==> src/rtl/dio_defs.svh <==
// register offsets, field positions, reset values and timing figures for the discrete line block
`ifndef DISCRETE_LINE_DEFS_SVH
`define DISCRETE_LINE_DEFS_SVH
`define OFF_DIR      12'h000
`define OFF_LEVEL    12'h004
`define OFF_CTRL     12'h008
`define OFF_COMMIT   12'h00C
`define OFF_STATUS   12'h010
`define OFF_REQ      12'h014
`define OFF_ACTIVE   12'h018
`define CTRL_HOLD_EN 0
`define REQ_ERASE    0
`define REQ_FACTORY  1
`define DIR_RESET    4'h0
`define LEVEL_RESET  4'h0
`define HOLD_LINE    1
`define ERASE_SEC    3
`define FACTORY_SEC  10
`define CLK_HZ       50000000
`endif

==> src/rtl/dio_pkg.sv <==
// types shared by the discrete line block
package discrete_pkg;
  typedef enum logic [1:0] {
    HOLD_IDLE,
    HOLD_LOW,
    HOLD_ERASED,
    HOLD_DONE
  } hold_state_t;
endpackage : discrete_pkg

==> src/rtl/hold_timer.sv <==
// hold timer: measures how long the reset button line stays low
`timescale 1ns/1ps
`include "dio_defs.svh"
module hold_timer #(
  parameter int unsigned ERASE_CYCLES   = `ERASE_SEC * `CLK_HZ,
  parameter int unsigned FACTORY_CYCLES = `FACTORY_SEC * `CLK_HZ
) (
  input  wire logic pclk,
  input  wire logic presetn,
  input  wire logic enable,
  input  wire logic line_in,
  output logic      erase_pulse,
  output logic      factory_pulse
);
  import discrete_pkg::*;

  typedef struct packed {
    hold_state_t state;
    logic [31:0] count;
    logic        erase;
    logic        factory;
  } ht_state_t;

  ht_state_t st_ff;     // all registered state
  ht_state_t nxt_st;    // next state

  assign erase_pulse   = st_ff.erase;
  assign factory_pulse = st_ff.factory;

  // count cycles while low; any high level restarts from zero
  always_comb begin
    nxt_st         = st_ff;
    nxt_st.erase   = 1'b0;
    nxt_st.factory = 1'b0;
    if (!enable || line_in) begin
      nxt_st.state = HOLD_IDLE;
      nxt_st.count = 32'h0000_0000;
    end else begin
      unique case (st_ff.state)
        HOLD_IDLE: begin
          nxt_st.state = HOLD_LOW;
          nxt_st.count = 32'h0000_0001;
        end
        HOLD_LOW: begin
          nxt_st.count = st_ff.count + 32'h0000_0001;
          if (nxt_st.count >= ERASE_CYCLES) begin
            nxt_st.erase = 1'b1;
            nxt_st.state = HOLD_ERASED;
          end
        end
        HOLD_ERASED: begin
          nxt_st.count = st_ff.count + 32'h0000_0001;
          if (nxt_st.count >= FACTORY_CYCLES) begin
            nxt_st.factory = 1'b1;
            nxt_st.state   = HOLD_DONE;
          end
        end
        HOLD_DONE: begin
          // one request per press; wait for release
          nxt_st.state = HOLD_DONE;
        end
      endcase
    end
  end

  // register the state
  always_ff @(posedge pclk or negedge presetn) begin
    if (!presetn) begin
      st_ff <= '{state: HOLD_IDLE, count: 32'h0000_0000, erase: 1'b0, factory: 1'b0};
    end else begin
      st_ff <= nxt_st;
    end
  end
endmodule : hold_timer

==> src/rtl/discrete_io.sv <==
// four discrete lines with staged configuration, apb access and hold-to-reset button
`timescale 1ns/1ps
`include "dio_defs.svh"
// Function
// - each line has its own direction setting
// - input lines report the external switch level
// - output lines drive their configured level
// - level setting ignored while line is input
// - hold-to-reset forces line 1 input
// - line 1 low 3 s: erase request
// - line 1 low 10 s: factory request
// - hold-to-reset disabled after reset
// - settings take effect only on commit
module discrete_io #(
  parameter int unsigned LINES          = 4,
  parameter int unsigned ERASE_CYCLES   = `ERASE_SEC * `CLK_HZ,
  parameter int unsigned FACTORY_CYCLES = `FACTORY_SEC * `CLK_HZ
) (
  input  wire logic             pclk,
  input  wire logic             presetn,
  input  wire logic             psel,
  input  wire logic             penable,
  input  wire logic             pwrite,
  input  wire logic [11:0]      paddr,
  input  wire logic [31:0]      pwdata,
  output logic      [31:0]      prdata,
  output logic                  pready,
  output logic                  pslverr,
  input  wire logic [LINES-1:0] line_in,
  output logic      [LINES-1:0] line_out,
  output logic      [LINES-1:0] line_oe,
  output logic                  erase_req,
  output logic                  factory_req
);
  import discrete_pkg::*;

  // register map, one aligned 32-bit word each
  //   direction  staged, bit n = 1 makes line n an output
  //   level      staged, level driven by output lines
  //   control    staged, hold-to-reset enable in the low bit
  //   commit     write any value to copy the staged set to the lines
  //   status     read only, pin for inputs, driven level for outputs
  //   request    erase and factory flags, write ones to clear
  //   active     read only, effective direction and hold enable
  // offsets step by four bytes and paddr is compared in full, so no alias answers
  // staging lets software change several lines and the button mode together;
  // a half-written setup never reaches the pins

  // all state of the block except the button timer in one record; stage fields hold what software
  // wrote, act fields hold what the pins use
  typedef struct packed {
    logic [LINES-1:0] dir_stage;   // staged direction, 1 = output
    logic [LINES-1:0] lvl_stage;   // staged level
    logic             hold_stage;  // staged hold-to-reset enable
    logic [LINES-1:0] dir_act;     // committed direction
    logic [LINES-1:0] lvl_act;     // committed level
    logic             hold_act;    // committed hold-to-reset enable
    logic [LINES-1:0] line_out;    // registered pin level
    logic [LINES-1:0] line_oe;     // registered pin enable
    logic [31:0]      prdata;      // registered read data
    logic [1:0]       req;         // sticky erase / factory requests
  } io_state_t;

  io_state_t st_ff;      // all registered state except the button timer
  io_state_t nxt_st;     // next state
  logic      erase_p;    // one-cycle erase event from the timer
  logic      factory_p;  // one-cycle factory event from the timer
  logic      wr_en;      // write access phase
  logic      rd_en;      // read setup phase
  logic      mapped;     // address hits a register
  logic [LINES-1:0] eff_dir; // direction after the button override

  // zero wait state slave: every access ends in its first access cycle
  // read data are loaded at the end of the setup cycle, so they already stand
  // in the access cycle where the master takes them together with pready
  // writes land at the access edge; an unmapped address is flagged and dropped
  assign pready  = 1'b1;
  assign pslverr = psel && penable && !mapped;
  assign wr_en   = psel && penable && pwrite && mapped;
  assign rd_en   = psel && !penable && !pwrite && mapped;
  assign prdata  = st_ff.prdata;
  assign line_out    = st_ff.line_out;
  assign line_oe     = st_ff.line_oe;
  assign erase_req   = st_ff.req[`REQ_ERASE];
  assign factory_req = st_ff.req[`REQ_FACTORY];

  // address decode
  // only the seven word addresses answer; anything else raises pslverr
  always_comb begin
    unique case (paddr)
      `OFF_DIR, `OFF_LEVEL, `OFF_CTRL, `OFF_COMMIT,
      `OFF_STATUS, `OFF_REQ, `OFF_ACTIVE: mapped = 1'b1;
      default:                            mapped = 1'b0;
    endcase
  end

  // per-line effective direction; line 1 is forced to input by the button
  // one loop, so a wider port only needs a new LINES value
  genvar g;
  generate
    for (g = 0; g < LINES; g++) begin : g_dir
      if (g == `HOLD_LINE) begin : g_btn
        // the button line can drive only while the button function is off
        assign eff_dir[g] = st_ff.dir_act[g] && !st_ff.hold_act;
      end else begin : g_plain
        // every other line follows its own committed direction bit
        assign eff_dir[g] = st_ff.dir_act[g];
      end
    end
  endgenerate

  // the button timer looks only at the pin while the function is committed on
  // it restarts whenever the function is off, so switching it on never
  // inherits a count from a line that was low as an output
  // limitation: a bouncing switch also restarts the count, which suits a
  // press that must be held; a real pin wants a synchroniser in front
  hold_timer #(
    .ERASE_CYCLES   (ERASE_CYCLES),
    .FACTORY_CYCLES (FACTORY_CYCLES)
  ) u_hold (
    .pclk          (pclk),
    .presetn       (presetn),
    .enable        (st_ff.hold_act),
    .line_in       (line_in[`HOLD_LINE]),
    .erase_pulse   (erase_p),
    .factory_pulse (factory_p)
  );

  // register writes, commit, pins, read data and request flags
  // everything lands in one next-state copy, so a write and an event in the
  // same cycle are resolved in one place, by statement order
  always_comb begin
    // by default every field keeps its value
    nxt_st = st_ff;
    // pins: drive only output lines, level is meaningless for inputs
    // the pins follow the committed set one cycle after the commit edge
    nxt_st.line_oe  = eff_dir;
    // masking with the direction keeps an input's level off the pin
    nxt_st.line_out = st_ff.lvl_act & eff_dir;
    // writes in the access cycle
    if (wr_en) begin
      unique case (paddr)
        // staged direction, not yet on the pins
        `OFF_DIR: begin
          nxt_st.dir_stage = pwdata[LINES-1:0];
        end
        // staged level, used only by output lines
        `OFF_LEVEL: begin
          nxt_st.lvl_stage = pwdata[LINES-1:0];
        end
        // staged button enable
        `OFF_CTRL: begin
          nxt_st.hold_stage = pwdata[`CTRL_HOLD_EN];
        end
        `OFF_COMMIT: begin
          // staged values move to the lines only here; the data word is ignored
          nxt_st.dir_act  = st_ff.dir_stage;
          nxt_st.lvl_act  = st_ff.lvl_stage;
          nxt_st.hold_act = st_ff.hold_stage;
        end
        // writing ones to the request register clears those flags
        `OFF_REQ: begin
          nxt_st.req = st_ff.req & ~pwdata[`REQ_FACTORY:`REQ_ERASE];
        end
        default: begin
          // read-only registers ignore writes
        end
      endcase
    end
    // new events win over a clear in the same cycle, so a press is never lost
    if (erase_p) begin
      nxt_st.req[`REQ_ERASE] = 1'b1;
    end
    if (factory_p) begin
      nxt_st.req[`REQ_FACTORY] = 1'b1;
    end
    // reads in the setup cycle; prdata then stands through the access cycle
    if (rd_en) begin
      // unused upper bits read as zero
      nxt_st.prdata = 32'h0000_0000;
      unique case (paddr)
        `OFF_DIR:    nxt_st.prdata[LINES-1:0] = st_ff.dir_stage;
        `OFF_LEVEL:  nxt_st.prdata[LINES-1:0] = st_ff.lvl_stage;
        `OFF_CTRL:   nxt_st.prdata[`CTRL_HOLD_EN] = st_ff.hold_stage;
        // status shows the pin for inputs, the driven level for outputs
        `OFF_STATUS: nxt_st.prdata[LINES-1:0] =
                       (line_in & ~eff_dir) | (st_ff.lvl_act & eff_dir);
        // both request flags, set until software clears them
        `OFF_REQ:    nxt_st.prdata[`REQ_FACTORY:`REQ_ERASE] = st_ff.req;
        // effective direction shows the button override, not the staged value
        `OFF_ACTIVE: nxt_st.prdata[LINES:0] = {st_ff.hold_act, eff_dir};
        // commit reads as zero
        default:     nxt_st.prdata = 32'h0000_0000;
      endcase
    end
  end

  // register the state; button function comes up disabled
  // reset makes every line an input, so nothing is driven until software commits
  always_ff @(posedge pclk or negedge presetn) begin
    if (!presetn) begin
      st_ff <= '{dir_stage:  `DIR_RESET,
                 lvl_stage:  `LEVEL_RESET,
                 hold_stage: 1'b0,
                 dir_act:    `DIR_RESET,
                 lvl_act:    `LEVEL_RESET,
                 hold_act:   1'b0,
                 line_out:   '0,
                 line_oe:    '0,
                 prdata:     32'h0000_0000,
                 req:        2'b00};
    end else begin
      // one register for the whole record
      st_ff <= nxt_st;
    end
  end
endmodule : discrete_io

==> config.mk <==
export PLATFORM = sky130hd
export DESIGN_NAME = discrete_io
export DESIGN_NICKNAME = d
export VERILOG_FILES = /design/src/rtl/dio_pkg.sv /design/src/rtl/hold_timer.sv /design/src/rtl/discrete_io.sv
export VERILOG_INCLUDE_DIRS = /design/src /design/src/rtl
export SDC_FILE = /design/constraint.sdc
export NUM_CORES = 1
export LEC_CHECK = 0
export BUFFER_PORTS_ARGS = -buffer_cell sky130_fd_sc_hd__buf_2
export CAP_MARGIN = 40
export CORE_MARGIN = 4
export CORE_UTILIZATION = 50
export CTS_BUF_LIST = sky130_fd_sc_hd__clkbuf_4
export DETAILED_ROUTE_END_ITERATION = 6
export PLACE_DENSITY = 0.74
export SETUP_SLACK_MARGIN = 0.4
export SYNTH_ARGS = -nofsm -noshare
export SYNTH_HDL_FRONTEND = slang
export SYNTH_SLANG_ARGS = --single-unit
==> constraint.sdc <==
create_clock -name pclk -period 3.6 [get_ports pclk]
set_input_delay 0 -clock pclk [delete_from_list [all_inputs] [get_ports pclk]]
set_output_delay 0 -clock pclk [all_outputs]
set_load 0.02 [all_outputs]
Word-level counts from Yosys, hierarchy flattened. Index checks and enable logic that the tools add are counted.

Magnitude comparators: 2. $add $sub $neg: 1. Muxes and demuxes: 19. Reductions and logical operators: 29. Bitwise gates (word level): 6. Eq/ne operators: 11.

Operator list (number): 32-bit one-hot mux with 2 select lines (1); 12-bit by 5-bit == test with 1-bit output (second input constant) (3); 34-bit two-way mux (1); 32-bit by 1-bit adder with 32-bit output (second input constant) (1); 32-bit by 28-bit greater-or-equal comparator with 1-bit output (second input constant) (1); 32-bit by 29-bit greater-or-equal comparator with 1-bit output (second input constant) (1); 12-bit by 4-bit == test with 1-bit output (second input constant) (2); 2-bit one-hot mux with 4 select lines (2); 2-bit AND reduction (7); 12-bit by 3-bit == test with 1-bit output (second input constant) (1); 12-bit zero test (1); 2-bit two-way mux (5); 4-bit AND (2); 1-bit logical AND (8); 1-bit two-way mux (8); 2-bit nonzero test (4); 7-bit OR reduction (1); 3-bit by 1-bit inequality test with 1-bit output (second input constant) (2); 1-bit one-hot mux with 6 select lines (1); 1-bit one-hot mux with 5 select lines (1); 2-bit == test (second input constant) (2); 1-bit zero test (4); 4-bit NOT (1); 4-bit OR (1); 7 further kinds (7).

Bits in registers: 69. Bits of input ports: 53.

Depth between registers and ports, before layout. Gate-level depths: netlist of the first run.

Depth after elaboration: 6. Depth in mapped cells: 11. Depth with buffers taken out: 10.

Modules after synthesis. A second synthesis of the first run with hierarchy kept.

Cell total of the unflattened synthesis: 479. Area, all modules: 4414.2 µm².

By module, submodules not included: hold_timer (cells an instance 313, area each 2590.0 µm², instances 1, sequential area each 900.9 µm²); discrete_io (cells an instance 166, area each 1824.2 µm², instances 1, sequential area each 825.8 µm²).

Least setup slack after synthesis of the first run. No wires, ideal clock.

Path kind: register to register. Start: register u_hold.st_ff[2] (netlist bit). End: register u_hold.st_ff[34] (netlist bit). Period minus slack after synthesis: 2.608 ns. Setup time: 0.132 ns. Setup slack: 0.992 ns. Buffers on the path: 1. Cell stages (with the launch flop): 12. Arrival time: 2.476 ns. Data required time: 3.468 ns. Path through: dfrtp_1 -> ha_1 -> and3_1 -> clkbuf_1 -> nand2_1 -> nor3_2 -> nand4_1 -> xnor2_1 -> a211oi_2 -> and3b_4 -> o211ai_1 -> o41ai_2.

Word-level cells in the longest chain between the ends: 4. Elaborated cells between the ends (all ways): 6. Those cells by class: add/sub: 1; order compare: 2; eq/ne: 2; reduce/logical: 1.

Ends and longest elaborated chain: start: declaration (line hold_timer.sv:24) `ht_state_t st_ff;`; start signal: assignment (line hold_timer.sv:69) `st_ff <= '{state: HOLD_IDLE, count: 32'h0000_0000, erase: 1'b0, factory: 1'b0};`; start signal: assignment (line hold_timer.sv:71) `st_ff <= nxt_st;`; 32-bit by 1-bit adder with 32-bit output * (line hold_timer.sv:45, hold_timer.sv:52); 32-bit by 29-bit greater-or-equal comparator with 1-bit output / 32-bit by 28-bit greater-or-equal comparator with 1-bit output (equally long branches) (line hold_timer.sv:53, hold_timer.sv:46); 3-bit by 1-bit inequality test with 1-bit output (no line); 2-bit AND reduction (no line) *.

Mark *: on every way between the ends. The rest lies on a longest branch, timed or not. A chain may end at the register's enable or synchronous reset.

Final worst setup path of the first run.
Start: register u_hold.st_ff[2] (netlist bit). End: register u_hold.st_ff[35] (netlist bit).

The elaborated chain is that of the path after synthesis.

==> results.json, run 1 <==
{
  "status": "finished clean",
  "antenna_found_initial": 0,
  "power.density_nw_per_um2": 296.2,
  "crit_buf_inv": 0,
  "crit_path_start_kind": "flop",
  "synth-main-ff-cell": "dfrtp_1",
  "grt_max_degree": 39,
  "crit_fanout": 8,
  "pin_count": 97,
  "synth_edf_count": 0,
  "synth_top_area_share": 0.3776,
  "syn_avg_cell_area_um2": 9.183,
  "htree_num_levels": 3,
  "rows": 34,
  "routed.top_layer": "met4",
  "min_from": "psel",
  "pwr-share-comb": 0.057,
  "seq_area_frac_synth": 0.3776,
  "grt_overflow": 0,
  "dp_slack_ns": 0.5748,
  "timing.rr.end": "u_hold.st_ff[35]",
  "clk_pin_slew_worst_paths_ns": 0.14,
  "internal_power_w": 0.001082,
  "antenna_cells": 0,
  "wl_met3_um": 665,
  "reg2regPathDepth": 10,
  "maxSlewViolCount": 0,
  "period_minus_slack_ns": 3.035,
  "max_stage_delay_ns": 0.51,
  "tightest_slew_ns": 0.7935,
  "period_share": 0.8431,
  "seqPwrFrac": 0.533,
  "max-vdd-ir-drop_v": 0.0002019,
  "hold_viol": 0,
  "via_per_inst": 5.964,
  "synth_area_um2": 4573,
  "r2r-start": "u_hold.st_ff[2]",
  "p_switching_w": 0.0003728,
  "hold_depth": 3,
  "rsz0062_at_grt": "no",
  "cts_tree": "done",
  "relSlewSlack": 0.4681,
  "worst_slack_ns": 0.5647,
  "first_global_vias": 3552,
  "die_y_um": 103.6,
  "met1_length_um": 4511,
  "synth_area_leaders": "dfrtp_1 38%, buf_4 7.4%, o21ai_0 5.8%, nand2_1 4.7%, mux2_2 4.4%",
  "die_x_um": 103.6,
  "clkPwrFrac": 0.410,
  "crit_path_start": "u_hold.st_ff[2]",
  "drt_iter0_drc": 203,
  "seq_area_um2": 1727,
  "start_util": 0.5193,
  "yosysUniqueCellTypes": 68,
  "end_kind": "flop",
  "path_delay_family": "compound AO/OA/AOI/OAI gates",
  "via_count": 3793,
  "cts_inserted_buffers": 9,
  "synthCells": 498,
  "dp_hpwl_um": 7013,
  "drive_above_1_share": 0.2102,
  "finalClockSkew_ns": 0.01912,
  "p_leak_nw": 2.163,
  "globalplace.congestion": 0.8688,
  "cap_violations": 0,
  "drtAntennaViolNets": 0,
  "routedWlPerCell_um": 16.29,
  "path_class": "flop to flop",
  "grt_pass1_wl_um": 17320,
  "switching_share": 0.2563,
  "setup_viol": 0,
  "hold_end": "prdata[1]",
  "clockBufferDepth": 2,
  "cp_slowest_cell": "dfrtp_1",
  "clk_root_buffer_cell": "clkbuf_4",
  "met2_wirelength_um": 4862,
  "yosys.area.top_type": "dfrtp_1",
  "dieArea_um2": 10740,
  "ys_ff_latch": 69,
  "drtPass1Iterations": 5,
  "layout.nets": 582,
  "cp_data_arrival_time_ns": 3.40,
  "yosysWarnings": 0,
  "worstPathRequired_ns": 3.97,
  "clock.fmax_ghz": 0.3295,
  "synthArstFlopShare": 1.000,
  "grt_usage": 0.1928,
  "area_delta_synth_final_pct": 7.387,
  "core_um2": 8806,
  "path_cells": "ha_1 -> and3_1 -> nand2_1 -> o21ai_1 -> nand2_1 -> a311oi_1 -> o211ai_2 -> a311oi_4 -> nor3b_2 -> nor3b_2",
  "drc": 0,
  "io_buffers": 40,
  "wl_um": 10360,
  "num-fill-cells": 770,
  "cts_setup_buffers": 0,
  "worstSkewPairLatency_ns": 0.46,
  "multiInputGateArea_um2": 2501,
  "clkSinkCount": 69,
  "fin_tns_setup_ns": 0,
  "reg2reg_slack_ns": 0.56,
  "hold_class": "primary input to flop"
}
[placed cells by master (no fill, tap or decap), drive strengths merged, types with 4 or more instances in the layout]
cell type | synthesis | final
a31oi | 7 | 7
dfrtp | 69 | 69
clkbuf | 13 | 9
and3 | 7 | 7
nand4 | 14 | 14
conb | 2 | 28
ha | 6 | 6
dlygate4sd3 | 0 | 13
o21ai | 55 | 55
and4 | 8 | 8
mux2i | 7 | 7
nor4 | 11 | 11
mux2 | 18 | 18
nand2 | 57 | 57
and2 | 9 | 9
a211oi | 5 | 5
nor3 | 13 | 13
inv | 8 | 9
buf | 55 | 43
a22o | 7 | 7
nor2 | 23 | 23
nand3 | 18 | 18
xnor2 | 9 | 9
or3 | 4 | 4
nor3b | 5 | 5
o31ai | 8 | 8
nand2b | 6 | 6
a21oi | 12 | 12
[power by group through the flow]
stage	Sequential (W)	Combinational [W]	Clock (W)
after floorplan	0.000790	0.0000611	0
after global placement	0.000790	0.0000709	0
after detailed placement	0.000790	0.0000723	0
after CTS	0.000775	0.0000826	0.000607
after global routing	0.000776	0.0000917	0.000647
final	0.000775	0.0000829	0.000596
[sequential cells by signal (all words and copies together), names as in the netlist]
name and cells:
factory_req 1, eff_dir 3, prdata 5, u_hold.factory_pulse 1, st_ff 15, line_out 4, u_hold.erase_pulse 1, erase_req 1
u_hold.st_ff 34, line_oe 4
[worst max path at each step]
stage                             to  cells after the start
floorplan           u_hold.st_ff[34]                     11
global placement    u_hold.st_ff[34]                     10
detailed placement  u_hold.st_ff[34]                     10
CTS                 u_hold.st_ff[34]                     10
global route        u_hold.st_ff[35]                     10
finish              u_hold.st_ff[35]                     10
[Yosys cell counts (6+ instances only)]
cell,n
xnor2_1,9
buf_4,45
mux2_2,18
and3_1,7
nand2_1,57
o21ai_0,53
a22o_1,7
dfrtp_1,69
nor4_1,7
ha_1,6
nor3_1,6
mux2i_1,7
a21oi_1,12
o31ai_1,8
nand3_1,14
nand2b_1,6
buf_2,9
nor2_1,22
inv_1,8
and2_1,9
a31oi_1,7
and4_1,8
nor3_2,7
clkbuf_1,12
nand4_1,11
[per-stage QoR]
step                      hold WS, ns  cell area (um2)  total power (W)    util  instances
after detailed placement      0.09213             4592        0.0008624  0.5215        607
after global routing          0.03988             4911         0.001514  0.5577        636
after floorplan               -0.2956             4671        0.0008514       -        524
final                         0.02682             4911         0.001455  0.5577        636
after global placement        0.08012             4592        0.0008610  0.5215        607
after CTS                     0.01060             4887         0.001465  0.5550        636
[cell families (layout without fill, tap and decap cells)]
family	after synthesis	after routing	synth area share
compound gates	123	123	0.1798
xor+xnor	12	12	0.02298
fa+ha+maj	6	6	0.01642
buf+inv	76	80	0.1020
flops	69	69	0.3776
mux	25	25	0.05964
other cells	2	28	0.001642
simple gates	185	185	0.2399
[worst min-delay path: stages]
cell	delay, ns
buf_2	0.11
nor3b_1	0.16
a22o_1	0.19
[metal layers]
layer	global-route usage	vias up
li1	-	1800
met1	0.2515	1787
met2	0.3107	170
met3	0.04229	36
met4	0.08072	0
met5	0	-
[area by class of cell]
type	instances	share of cell area
Clock inverter	7	0.01987
Tap cell	108	0.02752
Timing Repair Buffer	56	0.07185
Multi-Input combinational cell	379	0.5093
Clock buffer	9	0.01376
Sequential cell	69	0.3516
Inverter	8	0.006115
[timing repair]
action,in CTS,in global routing
gates resized for setup,0,5
setup endpoints to repair,0,2
hold buffers,13,0
endpoints found under the hold margin,48,0
Note: power is estimated with default switching activity, not from simulation.
==> run 2: changes to the inputs <==
--- a/config.mk
+++ b/config.mk
@@ -6,13 +6,14 @@
 export SDC_FILE = /design/constraint.sdc
 export NUM_CORES = 1
 export LEC_CHECK = 0
+export ABC_AREA = 1
 export BUFFER_PORTS_ARGS = -buffer_cell sky130_fd_sc_hd__buf_2
 export CAP_MARGIN = 40
 export CORE_MARGIN = 4
 export CORE_UTILIZATION = 50
 export CTS_BUF_LIST = sky130_fd_sc_hd__clkbuf_4
 export DETAILED_ROUTE_END_ITERATION = 6
-export PLACE_DENSITY = 0.74
+export PLACE_DENSITY = 0.77
 export SETUP_SLACK_MARGIN = 0.4
 export SYNTH_ARGS = -nofsm -noshare
 export SYNTH_HDL_FRONTEND = slang
==> constraint.sdc (replaced) <==
create_clock -name pclk -period 2.46 [get_ports pclk]
set_input_delay 0 -clock pclk [delete_from_list [all_inputs] [get_ports pclk]]
set_output_delay 0 -clock pclk [all_outputs]
set_load 0.02 [all_outputs]
==> results.json, run 2 <==
{
  "pin_count": 97,
  "crit_path_start_kind": "flop",
  "largest_reg_flops": 34,
  "antenna_cells": 0,
  "reg2regPathDepth": 14,
  "cp_slowest_cell": "dfrtp_1",
  "clock.fmax_ghz": 0.4653,
  "dp_hpwl_um": 8115,
  "start_util": 0.5173,
  "regMostFlops": "u_hold.st_ff",
  "htree_num_levels": 3,
  "grt_pass1_wl_um": 17930,
  "via_count": 4119,
  "yosysWarnings": 0,
  "via_per_inst": 5.104,
  "yosys.area.top_type": "dfrtp_1",
  "hold_depth": 4,
  "synthCells": 627,
  "routedWlPerCell_um": 13.78,
  "hold_end": "prdata[4]",
  "grt_usage": 0.2147,
  "rows": 34,
  "synth_area_um2": 4556,
  "final_cell_mix": "157 x nand2_1, 72 x inv_1, 67 x dfrtp_1, 43 x nor2_1, 40 x buf_2",
  "first_global_vias": 3939,
  "pwr-share-comb": 0.057,
  "area_delta_synth_final_pct": 18.57,
  "max-vdd-ir-drop_v": 0.0002737,
  "path_depth": 14,
  "status": "finished clean",
  "yosys.cell_count.top_type": "nand2_1",
  "ys_ff_latch": 69,
  "setup_viol": 0,
  "synthArstFlopShare": 1.000,
  "hold_viol": 0,
  "path_class": "flop to flop",
  "crit_top_cell": "nand2_1",
  "p_leak_nw": 2.509,
  "final_cell_area_um2": 5401,
  "period_minus_slack_ns": 2.149,
  "min_from": "paddr[2]",
  "period_share": 0.8736,
  "path_cells": "ha_2 -> nand2_4 -> nor2_4 -> nand2_4 -> nor2_4 -> xor2_2 -> nand2_1 -> nor2_4 -> nand3_1 -> nand3_2 -> nand4_1 -> nand2_1 -> nand2_1 -> nand2_1",
  "switching_share": 0.2549,
  "synth-main-ff-cell": "dfrtp_1",
  "finalClockSkew_ns": 0.01020,
  "antenna_found_initial": 0,
  "grt_overflow": 0,
  "yosysUniqueCellTypes": 41,
  "cap_violations": 0,
  "synth_area_leaders": "dfrtp_1 38%, nand2_1 14%, buf_4 6.8%, inv_1 6.4%, nor2_1 5.5%",
  "synth_edf_count": 0,
  "clkPwrFrac": 0.414,
  "die_x_um": 103.5,
  "io_buffers": 40,
  "drive_above_1_share": 0.2675,
  "layout.nets": 753,
  "crit_buf_inv": 0,
  "crit_fanout": 4,
  "fin_tns_setup_ns": 0,
  "drc": 0,
  "timing.rr.end": "u_hold.st_ff[35]",
  "path_delay_family": "simple AND/OR/NAND/NOR gates",
  "drtAntennaViolNets": 0,
  "synth_top_area_share": 0.3790,
  "worstSkewPairLatency_ns": 0.42,
  "dieArea_um2": 10700,
  "p_switching_w": 0.0005465,
  "hold_class": "primary input to flop",
  "maxSlewViolCount": 0,
  "clockBufferDepth": 2,
  "power.density_nw_per_um2": 396.9,
  "rsz0062_at_grt": "yes",
  "max_stage_delay_ns": 0.41,
  "cp_data_arrival_time_ns": 2.52,
  "final_common_cell": "nand2_1",
  "r2r-start": "u_hold.st_ff[2]",
  "cts_inserted_buffers": 9,
  "core_um2": 8806,
  "seqPwrFrac": 0.529,
  "wl_um": 11120,
  "grt_max_degree": 70,
  "cts_tree": "done",
  "clkSinkCount": 69,
  "syn_avg_cell_area_um2": 7.266,
  "end_kind": "flop",
  "seq_area_frac_synth": 0.3790,
  "worstPathRequired_ns": 2.83,
  "crit_path_start": "u_hold.st_ff[2]",
  "internal_power_w": 0.001598,
  "reg2reg_slack_ns": 0.31,
  "drtPass1Iterations": 5,
  "clk_pin_slew_worst_paths_ns": 0.13,
  "die_y_um": 103.5,
  "clk_root_buffer_cell": "clkbuf_4",
  "drt_iter0_drc": 232,
  "place_area_um2": 4727,
  "globalplace.congestion": 1.032,
  "synthTopCellsByCount": "173 x nand2_1, 78 x inv_1, 69 x dfrtp_1"
}
run 2: cell types whose count changed after synthesis, moves of 13 or more:
cell and change:
nand2_1 +116, inv_1 +70, nor2_1 +45, nand3_1 +27, o22ai_1 +25, o21ai_0 -22, mux2_2 -16, nor2_2 +13
run 2: cell type report:
cell class                      count  area (um2)
Sequential cell                    69        1729
Inverter                           82       310.3
Fill cell                         755        3405
Tap cell                          108       135.1
Multi-Input combinational cell    453        2511
Timing Repair Buffer               79       543.0
Clock inverter                      7       105.1
Clock buffer                        9       67.56
run 2: cell families after synthesis:
| family | after synthesis | share of synthesized area |
|---|---|---|
| fa+ha+maj | 6 | 0.01648 |
| mux | 6 | 0.01813 |
| other cells | 2 | 0.001649 |
| compound gates | 77 | 0.09998 |
| buf+inv | 131 | 0.1436 |
| simple gates | 327 | 0.3238 |
| flops | 69 | 0.3790 |
| xor+xnor | 9 | 0.01730 |
run 2: how the worst max path moves through the flow:
stage	slack, ns	endpoint
2_1_floorplan	0.51	u_hold.st_ff[34]
3_3_place_gp	0.23	u_hold.st_ff[34]
3_5_place_dp	0.15	u_hold.st_ff[34]
4_1_cts	0.34	u_hold.st_ff[35]
5_1_grt	0.15	u_hold.st_ff[35]
6_report	0.31	u_hold.st_ff[35]
run 2: tightest hold or removal path, stage by stage:
cell and delay [ns]:
buf_2 0.16, nor3_4 0.08, nand2_2 0.09, o31ai_1 0.09
run 2: stage by stage:
step | setup slack, ns | total power (W) | instances | hold slack (ns) | utilization
2_1_floorplan | 0.5054 | 0.001249 | 653 | -0.2956 | -
3_3_place_gp | 0.2331 | 0.001266 | 760 | 0.04988 | 0.5368
3_5_place_dp | 0.1522 | 0.001268 | 760 | 0.05146 | 0.5368
4_1_cts | 0.3388 | 0.002176 | 799 | 0.003437 | 0.5928
5_1_grt | 0.1486 | 0.002244 | 807 | 0.02940 | 0.6134
6_report | 0.3110 | 0.002144 | 807 | 0.02415 | 0.6134
run 2: power groups by stage:
| stage | sequential (W) | clock, W | combinational (W) |
|---|---|---|---|
| 2_1_floorplan | 0.00116 | 0 | 0.0000924 |
| 3_3_place_gp | 0.00116 | 0 | 0.000110 |
| 3_5_place_dp | 0.00116 | 0 | 0.000112 |
| 4_1_cts | 0.00113 | 0.000918 | 0.000123 |
| 5_1_grt | 0.00113 | 0.000971 | 0.000139 |
| 6_report | 0.00113 | 0.000887 | 0.000123 |
run 2: layer usage:
| layer | vias up | global-route usage | wire, um |
|---|---|---|---|
| met5 | - | 0 | 0 |
| met1 | 1890 | 0.2685 | 4584 |
| met4 | 0 | 0.07769 | 258 |
| met3 | 23 | 0.04359 | 666 |
| met2 | 137 | 0.3672 | 5610 |
| li1 | 2069 | - | - |
run 2: what timing repair did:
action,4_1_cts,5_1_grt
hold buffers,10,0
pin swaps,23,18
setup endpoints to repair,3,25
endpoints found under the hold margin,84,0
buffers inserted,13,8
gates resized for setup,41,38
